`src/text_seq_map.svh`:
```
// Offsets, sizes and timing counts of the message sequencer
`ifndef TEXT_SEQ_MAP_SVH
`define TEXT_SEQ_MAP_SVH
`define CLK_MHZ 20
`define TICK_US 1000
`define TICK_CYCLES (`TICK_US * `CLK_MHZ)
`define HOLD_MS 4000
`define HOLD_TICKS (`HOLD_MS * 1000 / `TICK_US)
`define SLOTS 16
`define ALARM_SLOT 4'h0
`define CONSTS 4
`define DIGITS 5
`define DIGIT_MAX 4'h9
`define DISP_COLS 16
`define DISP_LINES 4
`endif

```
`src/text_seq_pkg.sv`:
```
// Types shared by the message sequencer
`include "text_seq_map.svh"
package text_seq_pkg;
	typedef enum logic [4:0] {
		D_STATUS = 5'h01,
		D_ALARM = 5'h02,
		D_ROTATE = 5'h04,
		D_LINGER = 5'h08,
		D_MENU = 5'h10
	} disp_t;
	typedef enum logic [3:0] {
		E_IDLE = 4'h1,
		E_SELECT = 4'h2,
		E_DIGIT = 4'h4,
		E_DONE = 4'h8
	} entry_t;
	typedef struct packed {
		logic alt;
		logic ok;
		logic esc;
		logic del;
		logic up;
		logic down;
		logic left;
		logic right;
	} keys_t;
	typedef struct packed {
		logic valid;
		logic [1:0] idx;
		logic [`DIGITS*4-1:0] value;
	} commit_t;
endpackage

```
`src/text_seq.sv`:
```
// Message slot sequencer with keypad setpoint entry
// Operation
// - Alarm slot text stays until enable clears, stop, power off or menu.
// - Enabled rotating slots are shown in turn, advancing every 4 s.
// - Rotation stops when no other slot enabled, stop, power off or menu.
// - Alarm slot preempts and ends any rotation.
// - OK, or DEL with ALT, opens a menu and ends text display, except from status in stop mode.
// - During entry text is held static while live values keep refreshing.
// - ALT on an editable message enters entry, cursor on first value.
// - Before selection up/down move between editable constants.
// - OK on a constant starts digit edit at least significant digit.
// - In digit edit up/down change digit, left/right move place.
// - In digit edit OK commits, ESC abandons and keeps old value.
// - After commit ALT or ESC leaves entry mode.
// - After enable drops, status display returns after 4 s.
// - Each slot drives its active contact while it is shown.
// - Message area is at most 16 columns by 4 lines.
`timescale 1ns/1ps
`default_nettype none
`include "text_seq_map.svh"
module text_seq #(
	parameter int unsigned PRESCALE = `TICK_CYCLES,
	parameter int unsigned HOLD_TICKS = `HOLD_TICKS
) (
	input wire logic clk,
	input wire logic rst,
	input wire logic [`SLOTS-1:0] slotEn,
	input wire logic stopMode,
	input wire text_seq_pkg::keys_t keyPins,
	input wire logic msgEditable,
	input wire logic [2:0] constCount,
	output logic [3:0] shownSlot,
	output text_seq_pkg::disp_t dispState,
	output logic [`SLOTS-1:0] textActive,
	output logic statusShown,
	output logic menuOpen,
	output logic textFrozen,
	output logic liveRefresh,
	output logic entryMode,
	output logic digitEdit,
	output logic [1:0] cursorConst,
	output logic [2:0] cursorDigit,
	output logic [1:0] cursorLine,
	output logic [3:0] cursorCol,
	output logic [`DIGITS*4-1:0] editValue,
	output text_seq_pkg::commit_t commit
);
	localparam logic [15:0] PRESC_LAST = 16'(PRESCALE - 1);
	localparam logic [11:0] HOLD_LAST = 12'(HOLD_TICKS - 1);
	localparam logic [2:0] DIG_LAST = 3'(`DIGITS - 1);
	localparam logic [3:0] COL_LAST = 4'(`DISP_COLS - 1);

	text_seq_pkg::keys_t keyS1_ff, keyS2_ff, keyPrev_ff;
	text_seq_pkg::keys_t keyEv, keyLvl;
	text_seq_pkg::disp_t disp_ff, nxt_disp;
	text_seq_pkg::entry_t entry_ff, nxt_entry;
	text_seq_pkg::commit_t commit_ff, nxt_commit;
	logic [3:0] shown_ff, nxt_shown, nxtRot;
	logic [15:0] presc_ff;
	logic [11:0] hold_ff;
	logic [1:0] cc_ff, nxt_cc, ccMax;
	logic [2:0] cd_ff, nxt_cd;
	logic [`DIGITS*4-1:0] edit_ff, nxt_edit;
	logic [`DIGITS*4-1:0] constVal_ff [`CONSTS];
	logic [`SLOTS-1:0] active_ff;
	logic [3:0] digit;
	wire logic [`SLOTS-1:0] rotEn = slotEn & 16'hFFFE;
	wire logic alarmOn = slotEn[`ALARM_SLOT];
	wire logic anyRot = |rotEn;
	wire logic curEn = slotEn[shown_ff];
	wire logic otherEn = (nxtRot != shown_ff) && rotEn[nxtRot];
	wire logic showing = (disp_ff == text_seq_pkg::D_ALARM) ||
		(disp_ff == text_seq_pkg::D_ROTATE);
	wire logic entryIdle = entry_ff == text_seq_pkg::E_IDLE;
	wire logic delAlt = (keyEv.del && keyLvl.alt) ||
		(keyEv.alt && keyLvl.del);
	wire logic menuReq = delAlt || (keyEv.ok && entryIdle);
	wire logic tick = presc_ff == PRESC_LAST;
	wire logic timerDone = tick && (hold_ff == 12'h000);
	wire logic reload = (nxt_disp != disp_ff) ||
		(nxt_shown != shown_ff) || timerDone;
	wire logic entryKill = (nxt_disp != disp_ff) ||
		(nxt_shown != shown_ff) || !msgEditable;

	// Round robin over slots 1..15, nearest enabled after cur
	function automatic logic [3:0] nextSlot(
		input logic [15:0] en,
		input logic [3:0] cur
	);
		logic [4:0] t;
		logic [3:0] res;
		res = cur;
		for (int i = 15; i >= 1; i--) begin
			t = {1'b0, cur} + 5'(i);
			if (t > 5'h0F) begin
				t = t - 5'h0F;
			end
			if (en[t[3:0]]) begin
				res = t[3:0];
			end
		end
		return res;
	endfunction

	assign nxtRot = nextSlot(rotEn, shown_ff);
	assign keyLvl = keyS2_ff;
	assign keyEv = text_seq_pkg::keys_t'(keyS2_ff & ~keyPrev_ff);
	assign ccMax = (constCount == 3'h0) ? 2'h0 : 2'(constCount - 3'h1);
	assign digit = edit_ff[{cd_ff, 2'b00} +: 4];

	always_ff @(posedge clk or posedge rst) begin
		if (rst) begin
			keyS1_ff <= '0;
			keyS2_ff <= '0;
			keyPrev_ff <= '0;
		end else begin
			keyS1_ff <= keyPins;
			keyS2_ff <= keyS1_ff;
			keyPrev_ff <= keyS2_ff;
		end
	end

	always_comb begin
		nxt_disp = disp_ff;
		nxt_shown = shown_ff;
		unique case (disp_ff)
			text_seq_pkg::D_STATUS: begin
				if (stopMode) begin
					nxt_disp = text_seq_pkg::D_STATUS;
				end else if (menuReq) begin
					nxt_disp = text_seq_pkg::D_MENU;
				end else if (alarmOn) begin
					nxt_disp = text_seq_pkg::D_ALARM;
				end else if (anyRot) begin
					nxt_disp = text_seq_pkg::D_ROTATE;
					nxt_shown = nxtRot;
				end
			end
			text_seq_pkg::D_ALARM: begin
				if (menuReq) begin
					nxt_disp = text_seq_pkg::D_MENU;
				end else if (stopMode) begin
					nxt_disp = text_seq_pkg::D_STATUS;
				end else if (!alarmOn) begin
					nxt_disp = text_seq_pkg::D_LINGER;
				end
			end
			text_seq_pkg::D_ROTATE: begin
				if (menuReq) begin
					nxt_disp = text_seq_pkg::D_MENU;
					nxt_shown = `ALARM_SLOT;
				end else if (stopMode) begin
					nxt_disp = text_seq_pkg::D_STATUS;
					nxt_shown = `ALARM_SLOT;
				end else if (alarmOn) begin
					nxt_disp = text_seq_pkg::D_ALARM;
					nxt_shown = `ALARM_SLOT;
				end else if (!curEn && anyRot) begin
					nxt_shown = nxtRot;
				end else if (!curEn) begin
					nxt_disp = text_seq_pkg::D_LINGER;
				end else if (timerDone && entryIdle && otherEn) begin
					nxt_shown = nxtRot;
				end
			end
			text_seq_pkg::D_LINGER: begin
				if (menuReq) begin
					nxt_disp = text_seq_pkg::D_MENU;
					nxt_shown = `ALARM_SLOT;
				end else if (stopMode || timerDone) begin
					nxt_disp = text_seq_pkg::D_STATUS;
					nxt_shown = `ALARM_SLOT;
				end else if (alarmOn) begin
					nxt_disp = text_seq_pkg::D_ALARM;
					nxt_shown = `ALARM_SLOT;
				end else if (anyRot) begin
					nxt_disp = text_seq_pkg::D_ROTATE;
					nxt_shown = nxtRot;
				end
			end
			text_seq_pkg::D_MENU: begin
				if (keyEv.esc) begin
					nxt_disp = text_seq_pkg::D_STATUS;
				end
			end
			default: begin
				nxt_disp = text_seq_pkg::D_STATUS;
				nxt_shown = `ALARM_SLOT;
			end
		endcase
	end

	always_comb begin
		nxt_entry = entry_ff;
		nxt_cc = cc_ff;
		nxt_cd = cd_ff;
		nxt_edit = edit_ff;
		nxt_commit = '0;
		unique case (entry_ff)
			text_seq_pkg::E_IDLE: begin
				if (keyEv.alt && !delAlt && showing && msgEditable &&
						constCount != 3'h0) begin
					nxt_entry = text_seq_pkg::E_SELECT;
					nxt_cc = 2'h0;
				end
			end
			text_seq_pkg::E_SELECT, text_seq_pkg::E_DONE: begin
				if (keyEv.up) begin
					nxt_cc = (cc_ff == 2'h0) ? ccMax : cc_ff - 2'h1;
					nxt_entry = text_seq_pkg::E_SELECT;
				end else if (keyEv.down) begin
					nxt_cc = (cc_ff == ccMax) ? 2'h0 : cc_ff + 2'h1;
					nxt_entry = text_seq_pkg::E_SELECT;
				end else if (keyEv.alt || keyEv.esc) begin
					nxt_entry = text_seq_pkg::E_IDLE;
				end else if (keyEv.ok &&
						entry_ff == text_seq_pkg::E_DONE) begin
					// After a commit OK only walks to the next constant
					nxt_cc = (cc_ff == ccMax) ? 2'h0 : cc_ff + 2'h1;
					nxt_entry = text_seq_pkg::E_SELECT;
				end else if (keyEv.ok) begin
					nxt_entry = text_seq_pkg::E_DIGIT;
					nxt_cd = 3'h0;
					nxt_edit = constVal_ff[cc_ff];
				end
			end
			text_seq_pkg::E_DIGIT: begin
				if (keyEv.up) begin
					nxt_edit[{cd_ff, 2'b00} +: 4] =
						(digit >= `DIGIT_MAX) ? 4'h0 : digit + 4'h1;
				end else if (keyEv.down) begin
					nxt_edit[{cd_ff, 2'b00} +: 4] =
						(digit == 4'h0) ? `DIGIT_MAX : digit - 4'h1;
				end else if (keyEv.left) begin
					nxt_cd = (cd_ff == DIG_LAST) ? cd_ff : cd_ff + 3'h1;
				end else if (keyEv.right) begin
					nxt_cd = (cd_ff == 3'h0) ? cd_ff : cd_ff - 3'h1;
				end else if (keyEv.ok) begin
					nxt_entry = text_seq_pkg::E_DONE;
					nxt_commit.valid = 1'b1;
					nxt_commit.idx = cc_ff;
					nxt_commit.value = edit_ff;
				end else if (keyEv.esc) begin
					// Edit copy is dropped, stored constant untouched
					nxt_entry = text_seq_pkg::E_SELECT;
				end
			end
			default: begin
				nxt_entry = text_seq_pkg::E_IDLE;
			end
		endcase
		if (entryKill) begin
			nxt_entry = text_seq_pkg::E_IDLE;
			nxt_commit = '0;
		end
	end

	always_ff @(posedge clk or posedge rst) begin
		if (rst) begin
			disp_ff <= text_seq_pkg::D_STATUS;
			shown_ff <= `ALARM_SLOT;
			entry_ff <= text_seq_pkg::E_IDLE;
			cc_ff <= 2'h0;
			cd_ff <= 3'h0;
			edit_ff <= '0;
			commit_ff <= '0;
		end else begin
			disp_ff <= nxt_disp;
			shown_ff <= nxt_shown;
			entry_ff <= nxt_entry;
			cc_ff <= nxt_cc;
			cd_ff <= nxt_cd;
			edit_ff <= nxt_edit;
			commit_ff <= nxt_commit;
		end
	end

	always_ff @(posedge clk or posedge rst) begin
		if (rst) begin
			for (int i = 0; i < `CONSTS; i++) begin
				constVal_ff[i] <= '0;
			end
		end else if (nxt_commit.valid) begin
			constVal_ff[nxt_commit.idx] <= nxt_commit.value;
		end
	end

	// Interval restarts whenever the shown slot or view changes
	always_ff @(posedge clk or posedge rst) begin
		if (rst) begin
			presc_ff <= 16'h0000;
			hold_ff <= HOLD_LAST;
		end else if (reload) begin
			presc_ff <= 16'h0000;
			hold_ff <= HOLD_LAST;
		end else if (tick) begin
			presc_ff <= 16'h0000;
			hold_ff <= hold_ff - 12'h001;
		end else begin
			presc_ff <= presc_ff + 16'h0001;
		end
	end

	always_ff @(posedge clk or posedge rst) begin
		if (rst) begin
			active_ff <= '0;
		end else if (nxt_disp == text_seq_pkg::D_ALARM ||
				nxt_disp == text_seq_pkg::D_ROTATE ||
				nxt_disp == text_seq_pkg::D_LINGER) begin
			active_ff <= 16'h0001 << nxt_shown;
		end else begin
			active_ff <= '0;
		end
	end

	assign shownSlot = shown_ff;
	assign dispState = disp_ff;
	assign textActive = active_ff;
	assign statusShown = disp_ff == text_seq_pkg::D_STATUS;
	assign menuOpen = disp_ff == text_seq_pkg::D_MENU;
	assign textFrozen = !entryIdle;
	assign liveRefresh = showing || disp_ff == text_seq_pkg::D_LINGER;
	assign entryMode = !entryIdle;
	assign digitEdit = entry_ff == text_seq_pkg::E_DIGIT;
	assign cursorConst = cc_ff;
	assign cursorDigit = cd_ff;
	// One constant per line, right aligned in a 16 column line
	assign cursorLine = cc_ff;
	assign cursorCol = COL_LAST - {1'b0, cd_ff};
	assign editValue = edit_ff;
	assign commit = commit_ff;
endmodule // text_seq
`default_nettype wire

```
`config.mk`:
```
export PLATFORM = sky130hd
export DESIGN_NAME = text_seq
export DESIGN_NICKNAME = d
export VERILOG_FILES = /design/src/text_seq_pkg.sv /design/src/text_seq.sv
export VERILOG_INCLUDE_DIRS = /design/src
export SDC_FILE = /design/constraint.sdc
export NUM_CORES = 1
export LEC_CHECK = 0
export BUFFER_PORTS_ARGS = -buffer_cell sky130_fd_sc_hd__buf_2
export CAP_MARGIN = 0
export CORE_MARGIN = 1.5
export CORE_UTILIZATION = 55
export CTS_CLUSTER_DIAMETER = 200
export DETAILED_ROUTE_END_ITERATION = 8
export GPL_TIMING_DRIVEN = 1
export PLACE_DENSITY_LB_ADDON = 0.1
export SLEW_MARGIN = 30
export SYNTH_ARGS = -nofsm -noshare
export SYNTH_HDL_FRONTEND = slang
export SYNTH_SLANG_ARGS = --single-unit
```
`constraint.sdc`:
```
create_clock -name clk -period 5.72 [get_ports clk]
set_clock_uncertainty 0.1 [all_clocks]
set_input_delay 0.286 -clock clk [delete_from_list [all_inputs] [get_ports clk]]
set_output_delay 0.286 -clock clk [all_outputs]
set_load 0.1 [all_outputs]
```
After elaboration in Yosys (flattened, before gate mapping). Cells that the tools add are included. Widths: inputs -> output; s select.

Register bits: 209. Input port bits: 31. Logic and storage cells: 369.

$add $sub $neg: 41. Order comparisons: 36. Equal/unequal tests: 39. Shift operators: 5. Multiplexer cells: 159. Bitwise logic cells: 4. Reduce and logical (&&, ||, !) cells: 45.

Operators with widths (number): $mux 4 (58); $mux 20 (10); $mux 23 (7); $lt 4x5->1 const B (17); $bwmux 80 (1); $gt 5x4->1 const B (15); $mux 5 (15); $bmux 1 s4 (17); $sub 4x4->4 const B (15); $mux 16 (3); $add 4x4->5 const B (8); $bmux 20 s2 (1); $bwmux 20 (2); $demux 20 s2 (1); $pmux 20 s2 (1); $shiftx 4x7->20 (2); $mux 3 (11); $pmux 5 s5 (1); $mux 12 (2); $add 4x3->5 const B (4); $shift 4x7->20 const A (1); $shiftx 20x6->4 (1); $mux 1 (17); $add 16x1->16 const B (1); other kinds (59) (118).

Depth between registers and ports, before layout. Gate-level depths: netlist (run 1).

Word-level depth: 41. Depth in mapped cells: 25. Mapped depth without buffers: 18.

Worst setup path after synthesis (run 1). OpenSTA, ideal clock, no wires.

Kind: flip-flop to flip-flop. Start: register disp_ff[2], in the netlist dispState[2]. End: register constVal_ff[16] in the netlist's numbering. Arrival time: 6.540 ns. Data required time: 5.493 ns. Slack: -1.046 ns. Cell stages (with the launch flop): 17. Buffers on the path: 3. Clock period less this slack: 6.766 ns. Path through: dfrtp_1 -> clkbuf_1 -> xor2_1 -> o21ai_0 -> nor3_1 -> a221oi_1 -> o2111ai_1 -> xnor2_1 -> nand4_1 -> nor4_1 -> o21ai_1 -> a2111o_1 -> or3_1 -> buf_2 -> or3_4 -> buf_6 -> mux2_4.

Elaborated cells on any way between the ends: 35. Classes of those cells: order compare: 2; eq/ne: 7; mux: 21; bitwise: 1; reduce/logical: 4.

RTL lines: start, declared (line text_seq.sv:55) `text_seq_pkg::disp_t disp_ff, nxt_disp;`; start signal, assigned (line text_seq.sv:260) `disp_ff <= text_seq_pkg::D_STATUS;`; start signal, assigned (line text_seq.sv:268) `disp_ff <= nxt_disp;`; $eq 5x5->1, or another cell as far along (line text_seq.sv:126) `unique case (disp_ff)`; $pmux 5 s5 (*) (line text_seq.sv:126); named net nxt_disp[0] (line text_seq.sv:55); $ne 5x5->1 (*) (line text_seq.sv:82) `wire logic entryKill = (nxt_disp != disp_ff) ||`; $logic_or 1x1->1 (*) (line text_seq.sv:82); $logic_or 1x1->1 (*) (line text_seq.sv:83) `(nxt_shown != shown_ff) || !msgEditable;`; $mux 23 (*) (line text_seq.sv:252) `if (entryKill) begin`; $not 2->3 (not written as such) (line text_seq.sv:284) `constVal_ff[nxt_commit.idx] <= nxt_commit.value;`; $ge 3x3->1 (not written as such) / $lt 3x1->1 (equally long branches) (line text_seq.sv:284); $logic_and 1x1->1 (not written as such) (line text_seq.sv:284); $mux 20 (not written as such) (line text_seq.sv:284); $demux 20 s2 (line text_seq.sv:284); $bwmux 80 (line text_seq.sv:284); end signal, assigned by index (line text_seq.sv:284); end, declared (line text_seq.sv:64) `` logic [`DIGITS*4-1:0] constVal_ff [`CONSTS]; ``.

The timed path passes the listed nets; every way through them passes the cells marked *. A chain may end at the register's enable or synchronous reset.

Worst setup path in the final report (run 1).
Start: register shown_ff[2], in the netlist shownSlot[2]. End: register constVal_ff[9] in the netlist's numbering.

Word-level cells in the longest chain between the ends: 41. Elaborated cells on any way between the ends: 146. Classes of those cells: add/sub: 30; order compare: 17; eq/ne: 3; mux: 88; bitwise: 1; reduce/logical: 7.

RTL lines: start, declared (line text_seq.sv:58) `logic [3:0] shown_ff, nxt_shown, nxtRot;`; start signal, assigned (line text_seq.sv:261) `` shown_ff <= `ALARM_SLOT; ``; start signal, assigned (line text_seq.sv:269) `shown_ff <= nxt_shown;`; $add 4x4->5 (line text_seq.sv:94) `t = {1'b0, cur} + 5'(i);`; $sub 4x4->4 / $gt 5x4->1 (equally long branches) (line text_seq.sv:96, text_seq.sv:95); $mux 4 (line text_seq.sv:95) `if (t > 5'h0F) begin`; $bmux 1 s4 (line text_seq.sv:98) `if (en[t[3:0]]) begin`; $mux 1 (not written as such) (line text_seq.sv:98); $mux 4 (15 in series) (line text_seq.sv:98); $bmux 1 s4 (line text_seq.sv:71) `wire logic otherEn = (nxtRot != shown_ff) && rotEn[nxtRot];`; $mux 1 (not written as such) (line text_seq.sv:71); [... 11 more ...]; $logic_or 1x1->1 (*) (line text_seq.sv:83); $mux 23 (*) (line text_seq.sv:252); $not 2->3 (not written as such) (line text_seq.sv:284); $ge 3x3->1 (not written as such) / $lt 3x1->1 (equally long branches) (line text_seq.sv:284); $logic_and 1x1->1 (not written as such) (line text_seq.sv:284); $mux 20 (not written as such) (line text_seq.sv:284); $demux 20 s2 (line text_seq.sv:284); $bwmux 80 (line text_seq.sv:284).

Mark *: on every way between the ends. The rest lies on a longest branch, timed or not. The select of a mux whose other input is x is not followed.

==> results of run 1 <==
## layout make-up
cell class	instances	area [µm²]
Clock buffer	37	719
Clock inverter	7	110
Fill cell	2548	9950
Inverter	51	210
Multi-Input combinational cell	1612	12800
Sequential cell	209	5260
Tap cell	442	553
Timing Repair Buffer	395	2990
## routing by layer
metal | part of all wire | routed length, µm
met1 | 0.41 | 29400
met2 | 0.42 | 30700
met4 | 0.045 | 3230
met5 | 0 | 0
met3 | 0.12 | 8990
## registers in the layout, indices dropped and copies added, names as in the netlist
register and flops:
textActive 16, cursorDigit 3, constVal_ff 80, hold_ff 12, keyLvl 8, editValue 20
cursorConst 2, entry_ff 4, commit 23, dispState 5, keyS1_ff 8, keyPrev_ff 8
shownSlot 4, presc_ff 16
## metrics by stage
step / power [µW] / util
finish: 12500 / 0.695
global route: 13000 / 0.695
CTS: 11200 / 0.659
detailed placement: 9470 / 0.628
global placement: 9450 / 0.628
floorplan: 6710 / -
## kinds of logic (layout without fill, tap and decap cells)
kind of cell	after synthesis	count (layout)	share of synthesized area
AND/OR/NAND/NOR	702	708	0.207
AO/OA/AOI/OAI	615	615	0.241
buffers and inverters	228	490	0.0594
flip-flops	209	209	0.287
multiplexers	190	190	0.151
XOR/XNOR	71	71	0.0353
adder cells (fa/ha/maj)	27	27	0.0189
other	1	1	0.000205
## how the worst min path moves through the flow
stage | to | slack (ns) | cells after the start
floorplan | keyS1_ff[0]$_DFF_PP0_ | 0.22 | 0
global placement | keyPrev_ff[5]$_DFF_PP0_ | 0.17 | 2
detailed placement | keyPrev_ff[5]$_DFF_PP0_ | 0.17 | 2
CTS | dispState[0]$_DFF_PP1_ | 0.02 | 3
global route | dispState[1]$_DFF_PP0_ | 0.06 | 3
finish | dispState[0]$_DFF_PP1_ | 0.04 | 3
## worst reg2reg max path, cell delays in order (launching register included)
cell	delay, ns
dfrtp_2	0.46
clkinv_4	0.14
ha_1	0.27
buf_4	0.16
a21o_4	0.22
buf_4	0.17
a311oi_1	0.33
a22o_4	0.21
or3_4	0.15
a211oi_4	0.07
buf_4	0.15
or3_1	0.44
a311oi_2	0.26
a211o_1	0.15
nand4_1	0.14
buf_4	0.18
a31o_2	0.26
xnor2_2	0.27
and3_1	0.26
nor3_4	0.05
buf_12	0.14
or3_4	0.45
clkbuf_16	0.21
mux2_4	0.30
## repair_timing
action / 4_1_cts / 5_1_grt
gates resized for setup: 12 / 148
hold buffers: 9 / 0
gates cloned: 4 / 6
endpoints found under the hold margin: 20 / 0
buffers inserted: 3 / 38
endpoints found under the setup margin: 79 / 136
pin swaps: 5 / 35
## placed cells by master (no fill, tap or decap), types with 19 or more instances in the layout
cell and n:
a211oi_1 31, a21o_1 19, a21oi_1 116, a31oi_1 21, and2_1 23, and3_1 23
and4_1 29, buf_2 114, buf_4 243, clkbuf_16 28, dfrtp_1 192, inv_1 43
mux2_4 80, mux2i_1 58, mux4_2 35, nand2_1 153, nand2b_1 29, nand3_1 64
nand4_1 20, nor2_1 128, nor2b_1 24, nor3_1 66, nor4_1 20, o211ai_1 19
o21ai_0 102, o22ai_1 19, xnor2_1 35, xor2_1 24
## report_power, final
part / switching (µW) / internal (µW)
clock network: 637 / 961
registers: 62.4 / 1520
logic: 5380 / 3900
total: 6080 / 6390
==> results.sh, run 1 <==
export IMPL_synth_top_area_share=0.270
export IMPL_setup_viol=0
export IMPL_hold_path_class="in2reg"
export IMPL_drt_antenna_violating_nets=0
export IMPL_critical_path_required_ns=6.02
export IMPL_yosys_cell_count_top_type="dfrtp_1"
export IMPL_crit_path_end_kind="flop"
export IMPL_numCtsBuffers=24
export IMPL_slew_violations=0
export IMPL_cp_arrival_ns=6.01
export IMPL_hpwl_um=49400
export IMPL_ys_ff_latch=209
export IMPL_crit_path_end="constVal_ff[9]$_DFFE_PP0P_"
export IMPL_core_area_um2=32600
export IMPL_syn_area_um2=18300
export IMPL_worstPathCellList="clkinv_4, ha_1, buf_4, a21o_4, buf_4, a311oi_1, a22o_4, or3_4, a211oi_4, buf_4, or3_1, a311oi_2, a211o_1, nand4_1, buf_4, a31o_2, xnor2_2, and3_1, nor3_4, buf_12, or3_4, clkbuf_16, mux2_4"
export IMPL_grtUsageTotal=0.401
export IMPL_firstDrtPassIters=8
export IMPL_cp_num_cells=23
export IMPL_ir_drop_mv=0.591
export IMPL_cp_top_family="compound AO/OA/AOI/OAI gates"
export IMPL_n_antenna_cell=0
export IMPL_clk_latency_ns=0.54
export IMPL_rrSetupSlack_ns=0.01
export IMPL_p_leak_uw=0.00993
export IMPL_hp_start="stopMode"
export IMPL_power_density_nw_per_um2=550
export IMPL_ys_flop_type="dfrtp_1"
export IMPL_nets=2351
export IMPL_htree_num_levels=1
export IMPL_slowest_stage="dfrtp_2"
export IMPL_r2r_cells=23
export IMPL_via_count=19100
export IMPL_first_global_vias=17300
export IMPL_drc=0
export IMPL_wl_per_cell_um=26.3
export IMPL_path_common_cell="buf_4"
export IMPL_worst_pin_slew_ns=1.03
export IMPL_grt_max_degree=168
export IMPL_critPathBufInv=7
export IMPL_routed_wl_um=72300
export IMPL_rows=66
export IMPL_cp_slowest_stage_delay_ns=0.46
export IMPL_dpl_cell_count=2650
export IMPL_dieArea_um2=34300
export IMPL_hold_worst_slack_ns=0.0429
export IMPL_postSynthCellCount=2043
export IMPL_clockBufferDepth=3
export IMPL_r2r_start="shownSlot[2]$_DFF_PP0_"
export IMPL_syn_area_per_cell_um2=8.94
export IMPL_status="finished clean"
export IMPL_via_per_inst=6.93
export IMPL_crit_fanout=10
export IMPL_io_pin_count=116
export IMPL_syn_to_final_growth_pct=24.1
export IMPL_yosys_top_cells_area="dfrtp_1 27%, mux2_4 6.6%, mux4_2 4.3%, mux2i_1 3.5%, a21oi_1 3.3%"
export IMPL_fin_crit_ns=5.71
export IMPL_max_freq_ghz=0.175
export IMPL_die_width_um=185
export IMPL_fin_ws_ns=0.0120
export IMPL_cts_tree="yes"
export IMPL_die_height_um=185
export IMPL_synth_edf_count=0
export IMPL_port_buffers=114
export IMPL_yosys_top_cells_count="197 x dfrtp_1, 155 x nand2_1, 131 x nor2_1"
export IMPL_clock_sinks=209
export IMPL_grt_use_met1=0.570
export IMPL_relSlewSlack=0.306
export IMPL_cp_start_kind="flop"
export IMPL_initial_core_util=0.560
export IMPL_hold_viol=0
export IMPL_grt_first_pass_wirelength_um=105000
export IMPL_drive_gt1_frac=0.326
export IMPL_post_route_period_util=0.998
export IMPL_met2_usage=0.592
export IMPL_dpl_cell_area_um2=20500
export IMPL_drt_initial_drc_count=2200
export IMPL_worstSetupPathType="reg2reg"
export IMPL_busiest_layer="met2"
export IMPL_syn_nets=2101
export IMPL_crit_path_start="shownSlot[2]$_DFF_PP0_"
export IMPL_synth_warnings=0
export IMPL_ys_seq_area_frac=0.287
export IMPL_setup_tns_ns=0
export IMPL_synth_area_leader_cell="dfrtp_1"
export IMPL_post_place_ws_ns=-0.0825
export IMPL_grt_antenna_before_repair=4
export IMPL_final_area_um2=22700
export IMPL_ctsRootBufferMaster="clkbuf_16"
export IMPL_gp_congestion=1.03
export IMPL_ys_types=127
export IMPL_r2r_end="constVal_ff[9]$_DFFE_PP0P_"
export IMPL_final_cells=2753
export IMPL_grt_ovfl_total=0
export IMPL_drv_cap=0
export IMPL_clk_pin_slew_ns=0.07
export IMPL_async_flop_share=1.00
export IMPL_met3_usage=0.0971
Power figures use the tool's default switching activity.
==> run 2, diff against run 1 <==
==> constraint.sdc (replaced) <==
create_clock -name clk -period 5.3 [get_ports clk]
set_clock_uncertainty 0.1 [all_clocks]
set_input_delay 0.265 -clock clk [delete_from_list [all_inputs] [get_ports clk]]
set_output_delay 0.265 -clock clk [all_outputs]
set_load 0.1 [all_outputs]
==> run 2 against run 1 <==
  * Worst setup slack worse by 0.41 ns
  * Sequential share of layout area down 1.5 points
  * Count of clock-buffer cells in the layout down 5
  * The flow now finishes with violations (setup timing)
  * Via count up 3.7%
  * Clock power up 4%
  * Combinational power up 21%
  * Routed wire length up 3.0%
  * Sequential power up 8%
  * Critical path type unchanged
  * Worst hold slack better by 0.017 ns
==> results.sh, run 2 (synthesized netlist as in run 1, its figures left out) <==
export IMPL_status="complete, but fails checks"
export IMPL_violations="setup timing"
export IMPL_regMostFlops="constVal_ff"
export IMPL_final_cell_mix="433 x buf_4, 192 x dfrtp_1, 151 x nand2_1"
export IMPL_crit_fanout=15
export IMPL_busiest_layer="met2"
export IMPL_power_density_nw_per_um2=600
export IMPL_clock_sinks=209
export IMPL_first_global_vias=19200
export IMPL_hold_viol=0
export IMPL_hpwl_um=53200
export IMPL_grt_ovfl_total=0
export IMPL_dieArea_um2=34300
export IMPL_fin_crit_ns=5.70
export IMPL_pwr_share_seq=0.117
export IMPL_drc=0
export IMPL_ctsRootBufferMaster="clkbuf_16"
export IMPL_clockBufferDepth=3
export IMPL_die_height_um=185
export IMPL_met2_usage=0.629
export IMPL_firstDrtPassIters=6
export IMPL_io_pin_count=116
export IMPL_cp_slowest_stage_delay_ns=0.58
export IMPL_via_count=19800
export IMPL_syn_to_final_growth_pct=32.8
export IMPL_via_per_inst=6.69
export IMPL_setup_viol=144
export IMPL_gp_congestion=1.05
export IMPL_routed_wl_um=74400
export IMPL_grt_antenna_before_repair=1
export IMPL_ir_drop_mv=0.454
export IMPL_initial_core_util=0.560
export IMPL_die_width_um=185
export IMPL_clk_latency_ns=0.55
export IMPL_nets=2558
export IMPL_n_antenna_cell=0
export IMPL_drv_cap=0
export IMPL_wl_per_cell_um=25.2
export IMPL_clk_pin_slew_ns=0.07
export IMPL_port_buffers=114
export IMPL_htree_num_levels=1
export IMPL_combPwrFrac=0.768
export IMPL_slowest_stage="mux4_2"
export IMPL_setup_tns_ns=-39.81
export IMPL_cp_arrival_ns=6.00
export IMPL_grt_first_pass_wirelength_um=113000
export IMPL_dpl_cell_count=2863
export IMPL_fin_ws_ns=-0.396
export IMPL_final_common_cell="buf_4"
export IMPL_relSlewSlack=0.382
export IMPL_grt_max_degree=167
export IMPL_worstSetupPathType="reg2reg"
export IMPL_max_freq_ghz=0.176
export IMPL_drive_gt1_frac=0.381
export IMPL_power_net_switching_uw=6750
export IMPL_drt_initial_drc_count=2080
export IMPL_rows=66
export IMPL_swShare=0.464
export IMPL_internal_power_uw=7800
export IMPL_critical_path_required_ns=5.60
export IMPL_cp_start_kind="flop"
export IMPL_grt_setup_unrepaired="yes"
export IMPL_largest_reg_flops=80
export IMPL_clockPowerShare=0.114
export IMPL_cts_tree="yes"
export IMPL_drt_antenna_violating_nets=0
export IMPL_worstPathCellList="buf_6, ha_4, bufbuf_16, nor2b_1, buf_4, xnor2_2, mux4_2, mux2i_2, o41ai_4, buf_4, buf_4, a221o_1, a211oi_2, nand4bb_1, and2_1, and3_1, and3_1, nor3_4, buf_12, or3_4, buf_12, mux2_4"
export IMPL_worst_pin_slew_ns=0.922
export IMPL_hold_worst_slack_ns=0.0597
export IMPL_grtUsageTotal=0.430
export IMPL_post_route_period_util=1.07
export IMPL_grt_use_met1=0.589
export IMPL_fillers=2379
export IMPL_crit_path_end_kind="flop"
export IMPL_path_common_cell="buf_4"
export IMPL_post_place_ws_ns=-0.483
export IMPL_final_cells=2958
export IMPL_hold_path_class="in2reg"
export IMPL_core_area_um2=32600
export IMPL_met3_usage=0.127
export IMPL_p_leak_uw=0.0109
export IMPL_numCtsBuffers=23
export IMPL_slew_violations=0
[run 2: routing by layer]
layer  routed length [µm]  part of all wire
met4                 3620             0.049
met2                31200              0.42
met3                 9320              0.13
met1                30300              0.41
met5                   11           0.00015
[run 2: final timing paths]
check / from / end / slack (ns) / cells past startpoint
worst max-delay path: shownSlot[1]$_DFF_PP0_ / constVal_ff[8]$_DFFE_PP0P_ / -0.40 / 22
max in group asynchronous: rst / shownSlot[1]$_DFF_PP0_ / 3.94 / 5
min in group asynchronous: rst / constVal_ff[44]$_DFFE_PP0P_ / 0.23 / 4
worst min register to register: keyS1_ff[2]$_DFF_PP0_ / keyLvl[2]$_DFF_PP0_ / 0.25 / 0
worst max register to register: shownSlot[1]$_DFF_PP0_ / constVal_ff[8]$_DFFE_PP0P_ / -0.40 / 22
worst min-delay path: slotEn[0] / dispState[1]$_DFF_PP0_ / 0.06 / 3
[run 2: stage by stage]
stage	util	area (µm²)	power, µW
2_1_floorplan	-	18700	7400
3_3_place_gp	0.683	22300	11400
3_5_place_dp	0.683	22300	11500
4_1_cts	0.735	24000	13900
5_1_grt	0.744	24300	15200
6_report	0.744	24300	14600
[run 2: worst max-delay path, delay by kind of cell (launching register included)]
family	cells	cell delay, ns
flops	1	0.48
mux	3	1.13
buf+inv	7	1.24
simple gates	7	1.53
xor+xnor	1	0.19
compound gates	3	0.70
fa+ha+maj	1	0.17
[run 2: final cells by class]
class                           count  area, µm²  area share
Clock buffer                       32        639      0.0263
Clock inverter                      9        138     0.00567
Inverter                           51        209     0.00861
Multi-Input combinational cell   1615      12800       0.528
Sequential cell                   209       5260       0.217
Tap cell                          442        553      0.0228
Timing Repair Buffer              600       4660       0.192
[run 2: power groups by stage]
stage                     sequential, µW  combinational (µW)  clock, µW
after floorplan                     1870                5530          0
after global placement              1730                9640          0
after detailed placement            1730                9720          0
after CTS                           1710               10500       1670
after global routing                1710               11800       1740
final                               1710               11200       1670
[run 2: timing repair]
item | in CTS | in global routing
hold endpoints to repair | 119 | 0
hold buffers | 10 | 0
pin swaps | 11 | 11
endpoints found under the setup margin | 152 | 153
gates cloned | 13 | 0
gates resized for setup | 88 | 44
buffers inserted | 24 | 6
